File: src/pccard_dma_diag_defs.svh
// Constants for the diagnostic and socket DMA configuration registers.
`ifndef PCCARD_DMA_DIAG_DEFS_SVH
`define PCCARD_DMA_DIAG_DEFS_SVH
`define DIAG_OFFSET 8'h93
`define DMA_SEL_OFFSET 8'h94
`define DMA_WIN_OFFSET 8'h98
`define DIAG_RESET 8'h21
`define DIAG_WMASK 8'hbf
`define DIAG_IDOVR_BIT 7
`define DIAG_ROUTE_BIT 5
`define DIAG_DTDIS_BIT 4
`define DIAG_REXT_BIT 3
`define DIAG_CBTIM_BIT 2
`define DIAG_PCITIM_BIT 1
`define DIAG_ASYNC_BIT 0
`define SEL_RESET 2'h0
`define WIN_BASE_RESET 12'h000
`define WIN_WIDTH_RESET 2'h0
`define RETRY_SHORT 7'h10
`define RETRY_LONG 7'h40
`define DISCARD_SHORT_LOG2 10
`define DISCARD_LONG_LOG2 15
`define EXCA_ENABLE_BIT 4
`endif

File: src/pccard_dma_diag_pkg.sv
// Types shared by the configuration register block.
package pccard_dma_diag_pkg;
  typedef enum logic [1:0] {PIN_NONE, PIN_SPEAKER, PIN_IO_WIDTH, PIN_INPUT_ACK} dma_pin_t;
  typedef enum logic [1:0] {WIDTH_8, WIDTH_16, WIDTH_RSVD2, WIDTH_RSVD3} xfer_width_t;
  typedef enum logic [1:0] {TMR_IDLE, TMR_RUN, TMR_DONE} tmr_state_t;
endpackage : pccard_dma_diag_pkg

File: src/discard_timer.sv
// Delayed transaction discard timer with a selectable expiry length.
`timescale 1ns/1ns
`include "pccard_dma_diag_defs.svh"
module discard_timer #(
  parameter int SHORT_LOG2 = `DISCARD_SHORT_LOG2,
  parameter int LONG_LOG2 = `DISCARD_LONG_LOG2
) (
  input wire logic clk,
  input wire logic rstn,
  input wire logic shortSel,
  input wire logic start,
  input wire logic cancel,
  output logic expired
);
  typedef struct packed {
    pccard_dma_diag_pkg::tmr_state_t st;
    logic [LONG_LOG2:0] cnt;
    logic exp;
  } tstate_t;
  tstate_t cur_ff;
  tstate_t nxt_cur;
  logic [LONG_LOG2:0] limit;

  // A short run longer than the long run would make the select bit meaningless, so refuse it at elaboration.
  if (SHORT_LOG2 < 1 || SHORT_LOG2 > LONG_LOG2) begin : g_bad_len
    $error("discard_timer: bad lengths");
  end

  // The limit is sampled every cycle, so a change of select mid-count takes effect at once.
  assign limit = shortSel ? ((LONG_LOG2+1)'(1) << SHORT_LOG2) : ((LONG_LOG2+1)'(1) << LONG_LOG2);

  // Counts clocks from start; pulses expired once when the count reaches the limit.
  always_comb begin
    nxt_cur = cur_ff;
    nxt_cur.exp = 1'b0;
    case (cur_ff.st)
      pccard_dma_diag_pkg::TMR_IDLE: begin
        if (start) begin
          nxt_cur.st = pccard_dma_diag_pkg::TMR_RUN;
          nxt_cur.cnt = (LONG_LOG2+1)'(1);
        end
      end
      pccard_dma_diag_pkg::TMR_RUN: begin
        if (cancel) begin
          nxt_cur.st = pccard_dma_diag_pkg::TMR_IDLE;
        end else if (cur_ff.cnt >= limit) begin
          nxt_cur.st = pccard_dma_diag_pkg::TMR_DONE;
          nxt_cur.exp = 1'b1;
        end else begin
          nxt_cur.cnt = cur_ff.cnt + (LONG_LOG2+1)'(1);
        end
      end
      pccard_dma_diag_pkg::TMR_DONE: begin
        nxt_cur.st = pccard_dma_diag_pkg::TMR_IDLE;
      end
      default: begin
        nxt_cur.st = pccard_dma_diag_pkg::TMR_IDLE;
      end
    endcase
  end

  // State register.
  always_ff @(posedge clk or negedge rstn) begin
    if (!rstn) begin
      cur_ff <= '0;
    end else begin
      cur_ff <= nxt_cur;
    end
  end

  assign expired = cur_ff.exp;
endmodule : discard_timer

File: src/pccard_dma_diag_config_regs.sv
// Diagnostic and socket DMA configuration registers with their controlled logic.
`timescale 1ns/1ns
`include "pccard_dma_diag_defs.svh"
module pccard_dma_diag_config_regs #(
  parameter int DISCARD_SHORT_LOG2 = `DISCARD_SHORT_LOG2,
  parameter int DISCARD_LONG_LOG2 = `DISCARD_LONG_LOG2
) (
  input wire logic clk,
  input wire logic rstn,
  input wire logic [7:0] regAddr,
  input wire logic [31:0] regWdata,
  input wire logic regWrite,
  input wire logic regRead,
  output logic [31:0] regRdata,
  input wire logic [7:0] excaIntCtrl,
  input wire logic [7:0] excaStatusCfg,
  input wire logic statusChangeEvent,
  input wire logic cardSpeakerLine,
  input wire logic cardIoWidthLine,
  input wire logic cardInputAckLine,
  input wire logic [15:0] trueVendorId,
  input wire logic [15:0] trueDeviceId,
  input wire logic [31:0] hostIoAddr,
  input wire logic hostIoValid,
  input wire logic cbDelayedStart,
  input wire logic cbDelayedDone,
  input wire logic pciDelayedStart,
  input wire logic pciDelayedDone,
  output logic [15:0] vendorIdOut,
  output logic [15:0] deviceIdOut,
  output logic statusIrqToPci,
  output logic asyncStatusIrq,
  output logic syncStatusIrq,
  output logic delayedTxnEnable,
  output logic [6:0] retryLatencyLimit,
  output logic cbDiscardExpired,
  output logic pciDiscardExpired,
  output logic dmaRequest,
  output logic ddmaWindowHit,
  output logic [3:0] ddmaRegSelect,
  output logic xfer16Bit
);
  typedef struct packed {
    logic [7:0] diag;
    pccard_dma_diag_pkg::dma_pin_t pinSel;
    logic [11:0] winBase;
    pccard_dma_diag_pkg::xfer_width_t width;
    logic decodeEn;
    logic [31:0] rdata;
    logic [15:0] vid;
    logic [15:0] did;
    logic irqPci;
    logic irqAsync;
    logic irqSync;
    logic dtEn;
    logic [6:0] retryLim;
    logic cbExp;
    logic pciExp;
    logic dma_request;
    logic hit;
    logic [3:0] regSel;
    logic x16;
  } regs_t;
  regs_t r_ff;
  regs_t nxt_r;
  logic cbExpRaw;
  logic pciExpRaw;

  // Very long discard counts would cost flip-flops for no use, so refuse them at elaboration.
  if (DISCARD_LONG_LOG2 > 24 || DISCARD_SHORT_LOG2 < 1 || DISCARD_SHORT_LOG2 > DISCARD_LONG_LOG2) begin : g_bad_len
    $error("pccard_dma_diag_config_regs: discard lengths out of range");
  end

  // Card-side discard timer; short length when the card-side select bit is set.
  discard_timer #(
    .SHORT_LOG2(DISCARD_SHORT_LOG2),
    .LONG_LOG2(DISCARD_LONG_LOG2)
  ) u_cb_timer (
    .clk(clk),
    .rstn(rstn),
    .shortSel(r_ff.diag[`DIAG_CBTIM_BIT]),
    .start(cbDelayedStart & r_ff.dtEn),
    .cancel(cbDelayedDone),
    .expired(cbExpRaw)
  );

  // PCI-side discard timer; short length when the PCI-side select bit is set.
  discard_timer #(
    .SHORT_LOG2(DISCARD_SHORT_LOG2),
    .LONG_LOG2(DISCARD_LONG_LOG2)
  ) u_pci_timer (
    .clk(clk),
    .rstn(rstn),
    .shortSel(r_ff.diag[`DIAG_PCITIM_BIT]),
    .start(pciDelayedStart & r_ff.dtEn),
    .cancel(pciDelayedDone),
    .expired(pciExpRaw)
  );

  // Register writes, read mux and all derived outputs; every output is registered.
  always_comb begin
    nxt_r = r_ff;
    nxt_r.rdata = 32'h00000000;
    if (regWrite) begin
      case (regAddr)
        `DIAG_OFFSET: begin
          nxt_r.diag = regWdata[7:0] & `DIAG_WMASK;
        end
        `DMA_SEL_OFFSET: begin
          nxt_r.pinSel = pccard_dma_diag_pkg::dma_pin_t'(regWdata[1:0]);
        end
        `DMA_WIN_OFFSET: begin
          nxt_r.winBase = regWdata[15:4];
          nxt_r.width = pccard_dma_diag_pkg::xfer_width_t'(regWdata[2:1]);
          nxt_r.decodeEn = regWdata[0];
        end
        default: begin
        end
      endcase
    end
    // Reads answer in the next cycle only; unmapped offsets read as zero.
    if (regRead) begin
      case (regAddr)
        `DIAG_OFFSET: begin
          nxt_r.rdata = {24'h000000, r_ff.diag & `DIAG_WMASK};
        end
        `DMA_SEL_OFFSET: begin
          nxt_r.rdata = {30'h00000000, r_ff.pinSel};
        end
        `DMA_WIN_OFFSET: begin
          nxt_r.rdata = {16'h0000, r_ff.winBase, 1'b0, r_ff.width, r_ff.decodeEn};
        end
        default: begin
          nxt_r.rdata = 32'h00000000;
        end
      endcase
    end
    // Identity override forces all ones on both identity registers.
    nxt_r.vid = r_ff.diag[`DIAG_IDOVR_BIT] ? 16'hffff : trueVendorId;
    nxt_r.did = r_ff.diag[`DIAG_IDOVR_BIT] ? 16'hffff : trueDeviceId;
    // Routing gate; with the route bit set the 803 enable bit is ignored.
    if (r_ff.diag[`DIAG_ROUTE_BIT]) begin
      nxt_r.irqPci = statusChangeEvent & (excaStatusCfg[7:4] == 4'h0);
    end else begin
      nxt_r.irqPci = statusChangeEvent & excaIntCtrl[`EXCA_ENABLE_BIT];
    end
    // Asynchronous generation is the default; otherwise the interrupt goes out on the synchronous path.
    nxt_r.irqAsync = nxt_r.irqPci & r_ff.diag[`DIAG_ASYNC_BIT];
    nxt_r.irqSync = nxt_r.irqPci & ~r_ff.diag[`DIAG_ASYNC_BIT];
    nxt_r.dtEn = ~r_ff.diag[`DIAG_DTDIS_BIT];
    nxt_r.retryLim = r_ff.diag[`DIAG_REXT_BIT] ? `RETRY_LONG : `RETRY_SHORT;
    nxt_r.cbExp = cbExpRaw;
    nxt_r.pciExp = pciExpRaw;
    // Request pin mux; a socket not set up for DMA never requests.
    case (r_ff.pinSel)
      pccard_dma_diag_pkg::PIN_SPEAKER: nxt_r.dma_request = cardSpeakerLine;
      pccard_dma_diag_pkg::PIN_IO_WIDTH: nxt_r.dma_request = cardIoWidthLine;
      pccard_dma_diag_pkg::PIN_INPUT_ACK: nxt_r.dma_request = cardInputAckLine;
      default: nxt_r.dma_request = 1'b0;
    endcase
    // Window decode: upper 16 address bits must be zero, base compares bits 15-4.
    nxt_r.hit = r_ff.decodeEn & hostIoValid & (hostIoAddr[31:16] == 16'h0000)
      & (hostIoAddr[15:4] == r_ff.winBase);
    nxt_r.regSel = hostIoAddr[3:0];
    // Reserved width codes fall back to 8-bit; nothing wider than 16 bits exists.
    nxt_r.x16 = (r_ff.width == pccard_dma_diag_pkg::WIDTH_16);
  end

  // Single state register for the whole block except the two discard timers, which keep their own.
  always_ff @(posedge clk or negedge rstn) begin
    if (!rstn) begin
      r_ff <= '0;
      r_ff.diag <= `DIAG_RESET;
      r_ff.pinSel <= pccard_dma_diag_pkg::dma_pin_t'(`SEL_RESET);
      r_ff.winBase <= `WIN_BASE_RESET;
      r_ff.width <= pccard_dma_diag_pkg::xfer_width_t'(`WIN_WIDTH_RESET);
      r_ff.dtEn <= 1'b1;
      r_ff.retryLim <= `RETRY_SHORT;
    end else begin
      r_ff <= nxt_r;
    end
  end

  assign regRdata = r_ff.rdata;
  assign vendorIdOut = r_ff.vid;
  assign deviceIdOut = r_ff.did;
  assign statusIrqToPci = r_ff.irqPci;
  assign asyncStatusIrq = r_ff.irqAsync;
  assign syncStatusIrq = r_ff.irqSync;
  assign delayedTxnEnable = r_ff.dtEn;
  assign retryLatencyLimit = r_ff.retryLim;
  assign cbDiscardExpired = r_ff.cbExp;
  assign pciDiscardExpired = r_ff.pciExp;
  assign dmaRequest = r_ff.dma_request;
  assign ddmaWindowHit = r_ff.hit;
  assign ddmaRegSelect = r_ff.regSel;
  assign xfer16Bit = r_ff.x16;
endmodule : pccard_dma_diag_config_regs

File: config.mk
export PLATFORM = sky130hd
export DESIGN_NAME = pccard_dma_diag_config_regs
export DESIGN_NICKNAME = d
export VERILOG_FILES = /design/src/pccard_dma_diag_pkg.sv /design/src/discard_timer.sv /design/src/pccard_dma_diag_config_regs.sv
export VERILOG_INCLUDE_DIRS = /design/src
export SDC_FILE = /design/constraint.sdc
export NUM_CORES = 1
export LEC_CHECK = 0
export BUFFER_PORTS_ARGS = -buffer_cell sky130_fd_sc_hd__buf_2
export CORE_MARGIN = 1
export CORE_UTILIZATION = 45
export CTS_CLUSTER_SIZE = 24
export DETAILED_ROUTE_END_ITERATION = 8
export GPL_ROUTABILITY_DRIVEN = 0
export GPL_TIMING_DRIVEN = 0
export MAX_ROUTING_LAYER = met4
export PLACE_DENSITY = 0.73
export SETUP_SLACK_MARGIN = 0.15
export SYNTH_ARGS = -nofsm -noshare
export SYNTH_HDL_FRONTEND = slang
export SYNTH_HIERARCHICAL = 1
export SYNTH_SLANG_ARGS = --single-unit
export TNS_END_PERCENT = 5
File: constraint.sdc
create_clock -name clk -period 4.6 [get_ports clk]
set_input_delay 0.23 -clock clk [delete_from_list [all_inputs] [get_ports clk]]
set_output_delay 0.23 -clock clk [all_outputs]
set_load 0.01 [all_outputs]
==> results list <==
- The net count of the finished layout is 913.
* Number of remaining DRC errors: 4
- Highest ir drop seen on vdd: 0.2742 mV
- Cell at the root of the clock tree: sky130_fd_sc_hd__clkbuf_16
- Number of cell rows: 42
- After detailed routing, the average wire length per cell comes to 15.00 um.
- Data arrival at the endpoint of the critical path: 2.89 ns
- LEAKAGE: 0.004062 uW
* Proportion of register bits with asynchronous set or reset after synthesis: 1.000
- The first global-routing pass estimated 23.69 mm of wire.
- The routed layout has 4833 vias.
- Total number of H-tree levels: 4
- Worst-path fanout max: 9
* Clock latency on the worst-skew pair: 0.41 ns
- Path category of the worst min-delay check: in2reg
- In this run the critical register-to-register path is launched from r_ff[103].
- Share of layout cells above drive strength 1: 0.4471
- The initial utilization of the core area, before any placement, comes to 0.4591.
* Least-Margin Pin Slew: 0.9347 ns
- Setup repair after global routing left no endpoint under its margin.
- The clock passes through at most 2 buffers.
* Minimum clock period after layout: 2.593 ns
- Status: finished with violations
- Synth unique cells: 57
- Crit start category: flop
- Number of antenna cells inserted: 0
- Dividing total power by cell area gives a power density of 379.5 nW/um^2.
- Crit-path max cell delay: 0.59 ns
- The layout has 1046 filler cells.
- The critical path goes through ha_1 -> or2_2 -> and4_1 -> clkbuf_1 -> nor3_2 -> nand2_1 -> o31ai_1.
* Largest clock skew in the final design: 0.008155 ns
- Worst setup EP type: flop
- Cell count after synthesis: 551
* Global-route congestion overflow total: 0
- In the global route stage, overall resource usage came out at 0.2233.
- Using the TritonRoute via totals, the vias-per-cell ratio works out to 5.029.
- Dividing the synthesized area by the synthesized cell count gives 10.99 sq um.
* Failing checks: design-rule violations
- The multi-input combinational cells in the finished layout cover a total of 2292 sq um.
- CP max stage cell: sky130_fd_sc_hd__nor3_2
* Primary flip-flop cell chosen by synthesis mapping: sky130_fd_sc_hd__dfrtp_1
- Of the available clock period, the critical path in the final layout requires 0.5636.
- Remaining antenna violation count after routing: 0
- Setup violation total in the final timing report: 0
* Post-Route WL: 14.42 mm
- Final worst hold slack: 0.009398 ns
- First DRT Iteration DRCs: 255
* HPWL Detailed: 10.59 mm
- STA puts the critical path data required time at 4.90 ns.
* Seq. cell area: 3133 sq um
* Clock transition at the registers of the reported paths: 0.06 ns
- Post-CTS repair changed the size of 0 cells.
* Worst hold start: trueVendorId[11]
- Relative slew margins: 0.3721
- In the final timing run, aggregate negative setup slack is 0 ns.
- Buffers placed on the I/O ports in this run total 168.
- Number of antenna violations at the first check in global routing: 0
- After synthesis the netlist holds a flip-flop and latch count of 125.
- Number of global-route vias before repair: 4781
- # IOs: 217
* Number of max-slew violations in the final report: 0
- Number of maximum-capacitance violations: 0
* Fmax achieved: 0.3857 GHz
- Fraction of the yosys area taken by sequential cells: 0.5174
- Total Die Area: 13930 sq um
- Yosys Warn Count: 6
* DRT Pass-1 Iters: 8
- Yosys mapped a number of flops with a built-in enable equal to 0.
- Number of hold-slack violations in the final timing report: 0
- Number of sinks handled by clock tree synthesis: 125
* CTS tree: built
- Summing every instance area after synthesis gives 6056 sq um.
- Synthesis-to-layout area growth: 32.09%
* Launch point of the critical path: r_ff[103]
- In this run the standard cell core region covers 13190 sq um.
- Total CTS buffers: 17
* Die W: 118.0 um
- Entering global routing, the biggest net connects 83 pins.
- The die is 118.0 um tall.
- Worst setup path category: reg2reg
cell type report:
cell class / count / area share
inverters: 19 / 0.008916
clock inverters: 12 / 0.02331
plain buffers: 90 / 0.07931
flip-flops and latches: 125 / 0.3917
clock buffers: 20 / 0.05709
well taps: 176 / 0.02753
repair buffers: 182 / 0.1256
multi-input cells: 337 / 0.2866
placed cells by master, fill, tap and decap left out, drive strengths merged, types with 11 or more instances in the layout:
cell           n
nand3         20
a21oi         15
dfrtp        121
nor2          22
buf          248
nand4         12
conb          21
o31ai         15
inv           20
mux2          23
or2           34
xnor2         11
and3          12
clkbuf        31
dlygate4sd3   13
nand2         27
o21ai         24
sequential cells by signal, summed over array words and instances, names as in the netlist:
name                 cells
syncStatusIrq            1
u_cb_timer/expired       1
ddmaWindowHit            1
u_pci_timer/expired      1
r_ff                    24
vendorIdOut             16
dmaRequest               1
ddmaRegSelect            4
u_pci_timer/cur_ff      18
retryLatencyLimit        2
xfer16Bit                1
statusIrqToPci           1
deviceIdOut             16
delayedTxnEnable         1
asyncStatusIrq           1
pciDiscardExpired        1
u_cb_timer/cur_ff       18
regRdata                16
cbDiscardExpired         1
final timing paths:
path / cells after the start / endpoint / slack [ns]
worst max-delay path: 7 / u_cb_timer/cur_ff[10] / 2.01
worst min-delay path: 2 / vendorIdOut[11] / 0.009
worst max register to register: 7 / u_cb_timer/cur_ff[10] / 2.01
worst min register to register: 0 / cbDiscardExpired / 0.35
max in group asynchronous: 3 / delayedTxnEnable / 3.50
min in group asynchronous: 2 / vendorIdOut[4] / 0.33
kinds of logic after synthesis:
| logic type | synth area share |
|---|---|
| adders and majority gates | 0.01653 |
| other | 0.0006192 |
| muxes | 0.05723 |
| xor gates and xnor gates | 0.01880 |
| DFF | 0.5174 |
| and+or+nand+nor | 0.1816 |
| buffers and inverters | 0.1165 |
| AOI/OAI and AO/OA | 0.09133 |
stage by stage:
stage | setup slack (ns) | power, uW | instances | instance area [sq um] | utilization
2_1_floorplan | 2.312 | 1460 | 571 | 6131 | -
3_3_place_gp | 1.770 | 1591 | 915 | 7192 | 0.5452
3_5_place_dp | 2.124 | 1613 | 916 | 7226 | 0.5478
4_1_cts | 2.038 | 3056 | 959 | 7979 | 0.6049
5_1_grt | 1.895 | 3163 | 961 | 7999 | 0.6064
6_report | 2.007 | 3036 | 961 | 7999 | 0.6064
power by group:
part           total, uW  switching, uW  internal, uW
sequential          1240           68.3          1170
combinational        368            181           187
clock               1430            491           940
total               3040            740          2300
cells in the mapped netlist (13+ instances only):
cell type	instances	area share
sky130_fd_sc_hd__nand2_1	26	0.016
sky130_fd_sc_hd__o31ai_1	15	0.019
sky130_fd_sc_hd__buf_4	76	0.094
sky130_fd_sc_hd__dfrtp_1	121	0.50
sky130_fd_sc_hd__a21oi_1	15	0.012
sky130_fd_sc_hd__nor2_1	22	0.014
sky130_fd_sc_hd__or2_2	34	0.035
sky130_fd_sc_hd__mux2_2	13	0.024
sky130_fd_sc_hd__inv_1	19	0.012
sky130_fd_sc_hd__o21ai_0	24	0.020
sky130_fd_sc_hd__nand3_1	19	0.016
worst max-delay path, delay by kind of cell, from the launching register on:
kind / cells / cell delay (ns)
AO/OA/AOI/OAI: 1 / 0.32
AND/OR/NAND/NOR: 4 / 1.27
buffers and inverters: 1 / 0.15
adder cells (fa/ha/maj): 1 / 0.32
flip-flops: 1 / 0.42
metal layers:
layer,global-route usage,vias to the layer above,share of wire
met3,0.04990,28,0.058
met4,0.08734,0,0.021
met2,0.3702,203,0.51
li1,-,2281,-
met1,0.2642,2321,0.41
met5,-,-,0
repair_timing:
action                                 CTS  global route
hold buffers                            11             2
endpoints found under the hold margin   53             2
buffers inserted                         0             0
No activity file was read; power rests on OpenSTA's default activity.
